File: config.mk
export PLATFORM = sky130hd
export DESIGN_NAME = ladder_reference_control
export DESIGN_NICKNAME = d
export VERILOG_FILES = /design/src/lrc_pkg.sv /design/src/ladder_reference_control.sv /design/src/lrc_level_calc.sv /design/src/lrc_comparator.sv
export VERILOG_INCLUDE_DIRS = /design/src
export SDC_FILE = /design/constraint.sdc
export NUM_CORES = 1
export LEC_CHECK = 0
export BUFFER_PORTS_ARGS = -buffer_cell sky130_fd_sc_hd__buf_2
export CAP_MARGIN = 20
export CORE_UTILIZATION = 40
export CTS_CLUSTER_SIZE = 28
export DETAILED_ROUTE_END_ITERATION = 10
export PLACE_DENSITY = 0.74
export SLEW_MARGIN = 5
export SYNTH_ARGS = -nofsm -noshare
export SYNTH_HDL_FRONTEND = slang
export SYNTH_SLANG_ARGS = --single-unit
export TNS_END_PERCENT = 10
File: constraint.sdc
create_clock -name pclk -period 3.1 [get_ports pclk]
set_input_delay 0.31 -clock pclk [delete_from_list [all_inputs] [get_ports pclk]]
set_output_delay 0.31 -clock pclk [all_outputs]
set_load 0.01 [all_outputs]
File: src/lrc_defs.svh
// Purpose: offsets, field positions, reset values and write masks of the ladder reference.
// Assumes: 32-bit apb data, each register in one aligned word, data in the low byte.
// Notes:   offsets 0x1F and 0x85 are not multiples of four, so offsets are indices.
`ifndef LRC_DEFS_SVH
`define LRC_DEFS_SVH

`define LRC_IDX_CMP_CTRL     8'h1F
`define LRC_IDX_PORTA_DIR    8'h85
`define LRC_IDX_LADDER_CTRL  8'h9F
`define LRC_IDX_LEVEL        8'hA0

`define LRC_RST_CMP_CTRL     8'h00
`define LRC_RST_PORTA_DIR    8'h1F
`define LRC_RST_LADDER_CTRL  8'h00

`define LRC_LADDER_WMASK     8'hEF
`define LRC_CMP_WMASK        8'h0F
`define LRC_PORTA_WMASK      8'h1F

`define LRC_BIT_POWER        7
`define LRC_BIT_PIN_DRIVE    6
`define LRC_BIT_RANGE_LOW    5
`define LRC_BIT_DIR_PIN2     2
`define LRC_BIT_INPUT_SWITCH 3

`define LRC_MODE_INT_REF     3'h2
`define LRC_LOW_DENOM        8'h18
`define LRC_HIGH_DENOM       8'h20

`endif

File: src/lrc_pkg.sv
// Purpose: types shared by the ladder reference control files.
// Assumes: none.
// Notes:   level fractions are in 1/96 supply units, the lcm of 24 and 32.
package lrc_pkg;
    typedef struct packed {
        logic       power_on;
        logic       pin_drive;
        logic       range_low;
        logic [3:0] tap_code;
    } lrc_ladder_t;

    typedef struct packed {
        logic       noninv_is_ref;
        logic       input_switch;
        logic [2:0] config_mode;
    } lrc_cmp_sel_t;
endpackage : lrc_pkg

File: src/ladder_reference_control.sv
// Purpose: apb register block and control for the 16-tap ladder reference.
// Assumes: analog inputs arrive digitised in 1/96 supply units, asynchronous.
// Notes:   sleep wake is not a reset here, so registers simply hold.
`timescale 1ns/10ps
`include "lrc_defs.svh"
module ladder_reference_control (
    input  wire logic                  pclk,
    input  wire logic                  presetn,
    input  wire logic                  psel,
    input  wire logic                  penable,
    input  wire logic                  pwrite,
    input  wire logic [11:0]           paddr,
    input  wire logic [31:0]           pwdata,
    output logic      [31:0]           prdata,
    output logic                       pready,
    output logic                       pslverr,
    input  wire logic [7:0]            pin_level_a0,
    input  wire logic [7:0]            pin_level_a1,
    input  wire logic [7:0]            pin_level_a2,
    input  wire logic [7:0]            pin_level_a3,
    output lrc_pkg::lrc_ladder_t       ladder,
    output logic                       ladder_power_on,
    output logic                       ref_pin_drive,
    output logic [7:0]                 ref_level,
    output lrc_pkg::lrc_cmp_sel_t      cmp_sel,
    output logic                       comparator1_result,
    output logic                       comparator2_result
);
    import lrc_pkg::*;

    localparam logic [9:0] IDX_CMP    = {2'b00, `LRC_IDX_CMP_CTRL};
    localparam logic [9:0] IDX_DIR    = {2'b00, `LRC_IDX_PORTA_DIR};
    localparam logic [9:0] IDX_LADDER = {2'b00, `LRC_IDX_LADDER_CTRL};
    localparam logic [9:0] IDX_LEVEL  = {2'b00, `LRC_IDX_LEVEL};

    // registers
    logic [7:0]   ladder_reg;
    logic [7:0]   ladder_next;
    logic [7:0]   cmp_reg;
    logic [7:0]   cmp_next;
    logic [7:0]   dir_reg;
    logic [7:0]   dir_next;
    logic [31:0]  prdata_reg;
    logic [31:0]  prdata_next;
    logic         pready_reg;
    logic         pready_next;
    logic         pslverr_reg;
    logic         pslverr_next;
    lrc_ladder_t  ladder_out_reg;
    lrc_ladder_t  ladder_out_next;
    logic         drive_reg;
    logic         drive_next;
    logic [7:0]   level_reg;
    lrc_cmp_sel_t cmp_sel_reg;
    lrc_cmp_sel_t cmp_sel_next;

    // pin input synchronisers, two flops per bit
    logic [31:0]  pins_meta_reg;
    logic [31:0]  pins_sync_reg;

    logic [9:0]   word_idx;
    logic         access_phase;
    logic         addr_ok;
    lrc_ladder_t  ladder_now;
    logic [7:0]   level_now;
    logic [7:0]   a0_s;
    logic [7:0]   a1_s;
    logic [7:0]   a2_s;
    logic [7:0]   a3_s;
    logic [7:0]   c1_pos;
    logic [7:0]   c1_neg;
    logic [7:0]   c2_pos;
    logic [7:0]   c2_neg;
    logic         c1_res;
    logic         c2_res;

    assign word_idx     = paddr[11:2];
    assign access_phase = psel && penable && !pready_reg;
    assign addr_ok      = (word_idx == IDX_CMP) || (word_idx == IDX_DIR) ||
                          (word_idx == IDX_LADDER) || (word_idx == IDX_LEVEL);

    // settings taken straight from the control register only
    assign ladder_now = '{power_on:  ladder_reg[`LRC_BIT_POWER],
                          pin_drive: ladder_reg[`LRC_BIT_PIN_DRIVE],
                          range_low: ladder_reg[`LRC_BIT_RANGE_LOW],
                          tap_code:  ladder_reg[3:0]};

    lrc_level_calc u_level (
        .ladder      (ladder_now),
        .level_96ths (level_now)
    );

    assign a0_s = pins_sync_reg[7:0];
    assign a1_s = pins_sync_reg[15:8];
    assign a2_s = pins_sync_reg[23:16];
    assign a3_s = pins_sync_reg[31:24];

    // mode 010 puts the reference on both noninverting inputs; otherwise
    // a simple pin pairing stands in for the other modes
    always_comb begin
        if (cmp_reg[2:0] == `LRC_MODE_INT_REF) begin
            c1_pos = level_reg;
            c2_pos = level_reg;
            c1_neg = cmp_reg[`LRC_BIT_INPUT_SWITCH] ? a3_s : a0_s;
            c2_neg = cmp_reg[`LRC_BIT_INPUT_SWITCH] ? a2_s : a1_s;
        end else begin
            c1_pos = a3_s;
            c2_pos = a2_s;
            c1_neg = a0_s;
            c2_neg = a1_s;
        end
    end

    lrc_comparator u_cmp1 (
        .pclk               (pclk),
        .presetn            (presetn),
        .noninverting_input (c1_pos),
        .inverting_input    (c1_neg),
        .result             (c1_res)
    );

    lrc_comparator u_cmp2 (
        .pclk               (pclk),
        .presetn            (presetn),
        .noninverting_input (c2_pos),
        .inverting_input    (c2_neg),
        .result             (c2_res)
    );

    // apb slave: one wait state, so pready rises the second access cycle
    always_comb begin
        ladder_next  = ladder_reg;
        cmp_next     = cmp_reg;
        dir_next     = dir_reg;
        prdata_next  = prdata_reg;
        pready_next  = 1'b0;
        pslverr_next = 1'b0;
        if (access_phase) begin
            pready_next  = 1'b1;
            pslverr_next = !addr_ok;
            prdata_next  = 32'h0000_0000;
            if (pwrite) begin
                unique case (word_idx)
                    IDX_LADDER: ladder_next = pwdata[7:0] & `LRC_LADDER_WMASK;
                    IDX_CMP:    cmp_next = (cmp_reg & ~`LRC_CMP_WMASK)
                                           | (pwdata[7:0] & `LRC_CMP_WMASK);
                    IDX_DIR:    dir_next = pwdata[7:0] & `LRC_PORTA_WMASK;
                    default:    ;
                endcase
            end else begin
                unique case (word_idx)
                    IDX_LADDER: prdata_next = {24'h00_0000, ladder_reg & `LRC_LADDER_WMASK};
                    IDX_CMP:    prdata_next = {24'h00_0000, c2_res, c1_res, 2'b00, cmp_reg[3:0]};
                    IDX_DIR:    prdata_next = {24'h00_0000, dir_reg};
                    IDX_LEVEL:  prdata_next = {24'h00_0000, level_reg};
                    default:    prdata_next = 32'h0000_0000;
                endcase
            end
        end
    end

    // outputs are registered from the next register image, so they move with the registers; the write data is
    // used directly so the ladder moves on the edge that raises pready
    always_comb begin
        ladder_out_next.power_on  = ladder_next[`LRC_BIT_POWER];
        ladder_out_next.pin_drive = ladder_next[`LRC_BIT_PIN_DRIVE];
        ladder_out_next.range_low = ladder_next[`LRC_BIT_RANGE_LOW];
        ladder_out_next.tap_code  = ladder_next[3:0];
        drive_next = ladder_next[`LRC_BIT_PIN_DRIVE] &&
                     dir_next[`LRC_BIT_DIR_PIN2];
        cmp_sel_next.noninv_is_ref = (cmp_next[2:0] == `LRC_MODE_INT_REF);
        cmp_sel_next.input_switch  = cmp_next[`LRC_BIT_INPUT_SWITCH];
        cmp_sel_next.config_mode   = cmp_next[2:0];
    end

    // only the device reset loads their reset values (8'h1F for the direction, zero elsewhere); there is no sleep input at all,
    // so a wake leaves every bit where software put it
    always_ff @(posedge pclk or negedge presetn) begin
        if (!presetn) begin
            ladder_reg     <= `LRC_RST_LADDER_CTRL;
            cmp_reg        <= `LRC_RST_CMP_CTRL;
            dir_reg        <= `LRC_RST_PORTA_DIR;
            prdata_reg     <= 32'h0000_0000;
            pready_reg     <= 1'b0;
            pslverr_reg    <= 1'b0;
            ladder_out_reg <= '0;
            drive_reg      <= 1'b0;
            level_reg      <= 8'h00;
            cmp_sel_reg    <= '0;
            pins_meta_reg  <= 32'h0000_0000;
            pins_sync_reg  <= 32'h0000_0000;
        end else begin
            ladder_reg     <= ladder_next;
            cmp_reg        <= cmp_next;
            dir_reg        <= dir_next;
            prdata_reg     <= prdata_next;
            pready_reg     <= pready_next;
            pslverr_reg    <= pslverr_next;
            ladder_out_reg <= ladder_out_next;
            drive_reg      <= drive_next;
            level_reg      <= level_now;
            cmp_sel_reg    <= cmp_sel_next;
            pins_meta_reg  <= {pin_level_a3, pin_level_a2, pin_level_a1, pin_level_a0};
            pins_sync_reg  <= pins_meta_reg;
        end
    end

    assign prdata             = prdata_reg;
    assign pready             = pready_reg;
    assign pslverr            = pslverr_reg;
    assign ladder             = ladder_out_reg;
    assign ladder_power_on    = ladder_out_reg.power_on;
    assign ref_pin_drive      = drive_reg;
    assign ref_level          = level_reg;
    assign cmp_sel            = cmp_sel_reg;
    assign comparator1_result = c1_res;
    assign comparator2_result = c2_res;
endmodule : ladder_reference_control

File: src/lrc_level_calc.sv
// Purpose: digital level of the ladder tap in 1/96 supply units.
// Assumes: ladder settings from registers on the same clock.
// Notes:   zero while powered down; the analog ladder itself lives outside.
`timescale 1ns/10ps
module lrc_level_calc (
    input  wire lrc_pkg::lrc_ladder_t ladder,
    output logic [7:0]                level_96ths
);
    import lrc_pkg::*;

    always_comb begin
        if (!ladder.power_on) begin
            level_96ths = 8'h00;
        end else if (ladder.range_low) begin
            level_96ths = {4'h0, ladder.tap_code} * 8'h04;
        end else begin
            level_96ths = 8'h18 + {4'h0, ladder.tap_code} * 8'h03;
        end
    end
endmodule : lrc_level_calc

File: src/lrc_comparator.sv
// Purpose: one comparator decision from digitised input levels.
// Assumes: inputs already settled on the clock domain.
// Notes:   equal inputs keep the previous result rather than chatter.
`timescale 1ns/10ps
module lrc_comparator (
    input  wire logic       pclk,
    input  wire logic       presetn,
    input  wire logic [7:0] noninverting_input,
    input  wire logic [7:0] inverting_input,
    output logic            result
);
    logic result_reg;
    logic result_next;

    always_comb begin
        result_next = result_reg;
        if (noninverting_input > inverting_input) begin
            result_next = 1'b1;
        end else if (noninverting_input < inverting_input) begin
            result_next = 1'b0;
        end
    end

    always_ff @(posedge pclk or negedge presetn) begin
        if (!presetn) begin
            result_reg <= 1'b0;
        end else begin
            result_reg <= result_next;
        end
    end

    assign result = result_reg;
endmodule : lrc_comparator

==> flow_summary.ini <==
[logic_synthesis]
fraction_of_the_yosys_area_taken_by_sequential_cells_pct = 58.2
synth.most_common_cell = sky130_fd_sc_hd__dfrtp_1
synth.yosys.warnings = 0
synthDominantAreaCellType = sky130_fd_sc_hd__dfrtp_1
post_synth_inst_count = 332
synth_top_area_share_pct = 55.2
synth_area_per_cell_um2 = 13.1
synthesis.area_mm2 = 0.00435
synth_edf_count = 0
synthTopCellsByArea = sky130_fd_sc_hd__dfrtp_1 (55%), sky130_fd_sc_hd__ha_1 (5.8%), sky130_fd_sc_hd__mux2i_1 (5.3%), sky130_fd_sc_hd__buf_4 (4.8%), sky130_fd_sc_hd__mux2_2 (3.9%)
ys_ff_latch = 101
post_synth_num_cell_types = 48
synthTopCellsByCount = sky130_fd_sc_hd__dfrtp_1 (96), sky130_fd_sc_hd__nand2_1 (39), sky130_fd_sc_hd__buf_4 (28)
ys_dominant_reg_cell = sky130_fd_sc_hd__dfrtp_1
async_reset_ff_share_pct = 100

[cts]
clk_path_buf_depth = 2
ctsHtreeMaxLevel = 3
clock_latency_ns = 0.37
cts.root.buffer_cell = sky130_fd_sc_hd__clkbuf_8
cts_tree = built
cts_setup_buffers = 0
clk_pin_slew_worst_paths_ns = 0.10
numClockSinks = 101
tritoncts.num_buffers = 9

[worst_setup_path]
worst-setup-path-type = flip-flop to flip-flop
crit_path_most_repeated_cell = sky130_fd_sc_hd__buf_4
critPathTopFamily = simple AND/OR/NAND/NOR gates
critical_path.startpoint_type = flip-flop
crit_end_element = flip-flop
crit_chain = nor3b_1, buf_4, and2_1, buf_4, mux2_2, ha_1, nand2_1, nor4_1, a21oi_1
critical-path-slowest-cell = sky130_fd_sc_hd__dfrtp_1
sum_of_buffers_and_inverters_on_the_critical_path = 2
peak_per_stage_delay_on_the_critical_path_ns = 0.43
cp.arrival_ns = 2.60
worst-endpoint-required_ns = 3.36
worstPathMaxFanout = 16

[power_and_ir_drop]
switchingPower_mw = 0.611
p_per_area_mw_per_mm2 = 469
power_report.internal_total_mw = 1.76
power.static_leakage_nw = 2.54
share_comb_of_total_power_pct = 7.7
design_power_total_mw = 2.37
p_clk_share_pct = 33.9
power.ir.vdd_worst_mv = 0.333
swShare_pct = 25.8
seqPwrFrac_pct = 58.4

[placement]
dp_worst_setup_slack_ns = 0.771
postPlaceCellArea_mm2 = 0.00485
placement.io_buffers = 87
placedCellCount = 550
hpwlAfterDp_um = 6130
place.gp.congestion = 0.859

[routing]
drtPass1Iterations = 4
vias = 2725
drt-wirelength-per-cell_um = 14.2
post-route-drc-count = 0
routed_wl_um = 8050
number_of_vias_per_cell_after_detailed_routing = 4.81
detailedRoute.firstIterationViolations = 92
antenna_violating_nets_remaining = 0

[timing]
fin_tns_setup_ns = 0
final_period_minus_worst_setup_slack_ns = 2.34
relSlewSlack_pct = 52.5
final_min_period_over_clock_period_pct = 75.6
hold-worst-slack_ns = 0.0355
worstMarginPinSlew_ns = 0.712
report.final.hold_viol_count = 0
skew_ns = 0.00698
finalSetupViolCount = 0
max_freq_mhz = 427
final_critical_path_setup_slack_ns = 0.758
grt_setup_unrepaired = false
maxSlewViolCount = 0

[global_route]
grt_first_pass_wirelength_um = 13400
via_count_of_the_first_global_routing_pass = 2716
largest_net_degree_at_the_start_of_global_routing = 62
grt_overflow_total = 0
grt_antenna_before_repair = 0
grtUsageTotal_pct = 15.6

[cells_and_area]
layout.nets = 529
design_area_mm2 = 0.00505
post-route-util_pct = 48.5
post_route_cells_drive_above_1_share_pct = 32.7
syn_to_final_growth_pct = 16.1
post_layout_nonfiller_instances = 567
antennaDiodeCount = 0
fillCellCount = 955

[status]
result_of_the_run = finished, final reports clean

[floorplanning]
row_count = 37
die_w_um = 106
io_pins = 139
initial_utilization_pct = 41.8
dieArea_mm2 = 0.0113
fp.dieH_um = 106
core_area_mm2 = 0.0104

[flow_run]
cap_violations = 0

[worst_hold_path]
worst_hold_path_type = primary input to flip-flop
-- final cells by class --
class / count / area [µm²] / share of cell area (%)
clock inverters: 6 / 62.6 / 1.24
repair buffers: 93 / 485 / 9.61
flip-flops and latches: 101 / 2530 / 50.1
clock buffers: 10 / 128 / 2.53
inverters: 8 / 30.0 / 0.594
well taps: 136 / 170 / 3.37
multi-input cells: 213 / 1640 / 32.5
-- logic make-up after synthesis --
group / share of synthesized area, %
AO/OA/AOI/OAI: 7.65
XOR/XNOR: 0.403
adder cells (fa/ha/maj): 6.67
buffers and inverters: 6.07
flip-flops: 58.2
multiplexers: 9.86
other: 0.0862
AND/OR/NAND/NOR: 11.0
-- worst register-to-register path: cells and delay by family, from the launching register on --
family          cells  cell delay, ns
simple gates        4            0.64
fa+ha+maj           1            0.27
mux                 1            0.38
compound gates      1            0.07
buf+inv             2            0.45
flops               1            0.43
-- layer usage --
layer  part of all wire [%]  vias to the layer above  wire [µm]  GRT usage [%]
met3                    5.5                       11        443           3.43
li1                       -                     1306          -              -
met2                     48                      103       3890           25.5
met1                     45                     1305       3600           20.6
met5                      0                        -          0              0
met4                    1.4                        0        113           5.36
-- layout by cell type (no fill, tap or decap), types with 2 or more instances in the layout --
cell type / Yosys / final
sky130_fd_sc_hd__a21o_1: 3 / 3
sky130_fd_sc_hd__a21oi_1: 8 / 8
sky130_fd_sc_hd__a22o_1: 8 / 8
sky130_fd_sc_hd__a22oi_1: 3 / 3
sky130_fd_sc_hd__a32o_1: 2 / 2
sky130_fd_sc_hd__and2_1: 8 / 8
sky130_fd_sc_hd__and3_1: 3 / 3
sky130_fd_sc_hd__buf_2: 1 / 86
sky130_fd_sc_hd__buf_4: 28 / 6
sky130_fd_sc_hd__clkbuf_8: 0 / 9
sky130_fd_sc_hd__conb_1: 1 / 25
sky130_fd_sc_hd__dfrtp_1: 96 / 96
sky130_fd_sc_hd__dfstp_2: 5 / 5
sky130_fd_sc_hd__fa_1: 2 / 2
sky130_fd_sc_hd__ha_1: 20 / 20
sky130_fd_sc_hd__inv_1: 8 / 8
sky130_fd_sc_hd__inv_6: 0 / 2
sky130_fd_sc_hd__inv_8: 0 / 4
sky130_fd_sc_hd__mux2_2: 15 / 15
sky130_fd_sc_hd__mux2_4: 2 / 2
sky130_fd_sc_hd__mux2i_1: 23 / 23
sky130_fd_sc_hd__nand2_1: 39 / 39
sky130_fd_sc_hd__nand3_1: 4 / 4
sky130_fd_sc_hd__nand3b_1: 2 / 2
sky130_fd_sc_hd__nand4_1: 3 / 3
sky130_fd_sc_hd__nor2_1: 2 / 2
sky130_fd_sc_hd__nor2b_1: 4 / 4
sky130_fd_sc_hd__nor3b_1: 2 / 2
sky130_fd_sc_hd__nor4_4: 2 / 2
sky130_fd_sc_hd__o21ai_0: 7 / 7
sky130_fd_sc_hd__o22ai_1: 3 / 3
sky130_fd_sc_hd__o2bb2ai_1: 2 / 2
sky130_fd_sc_hd__or3b_2: 3 / 3
sky130_fd_sc_hd__xnor2_1: 2 / 2
-- power by group through the flow --
stage               sequential (mW)  combinational, mW  clock [mW]
finish                         1.38              0.181       0.804
global route                   1.39              0.209       0.889
CTS                            1.38              0.185       0.826
detailed placement             1.41              0.183           0
global placement               1.41              0.177           0
floorplan                      1.41              0.113           0
-- worst paths after layout --
kind                                   from           endpoint  slack [ns]  depth (start not counted)
setup / recovery                 cmp_reg[2]      u_cmp1.result        0.76                          9
hold / removal              pin_level_a3[1]  pins_meta_reg[25]        0.04                          1
hold reg to reg            pins_meta_reg[9]   pins_sync_reg[9]        0.35                          0
max in group asynchronous           presetn         dir_reg[4]        1.77                          3
setup reg to reg                 cmp_reg[2]      u_cmp1.result        0.76                          9
min in group asynchronous           presetn  pins_meta_reg[15]        0.52                          2
-- what timing repair did --
action | CTS | global route
hold endpoints to repair | 1 | 0
hold buffers | 1 | 0
gates resized for setup | 0 | 0
No activity file was read; power rests on OpenSTA's default activity.
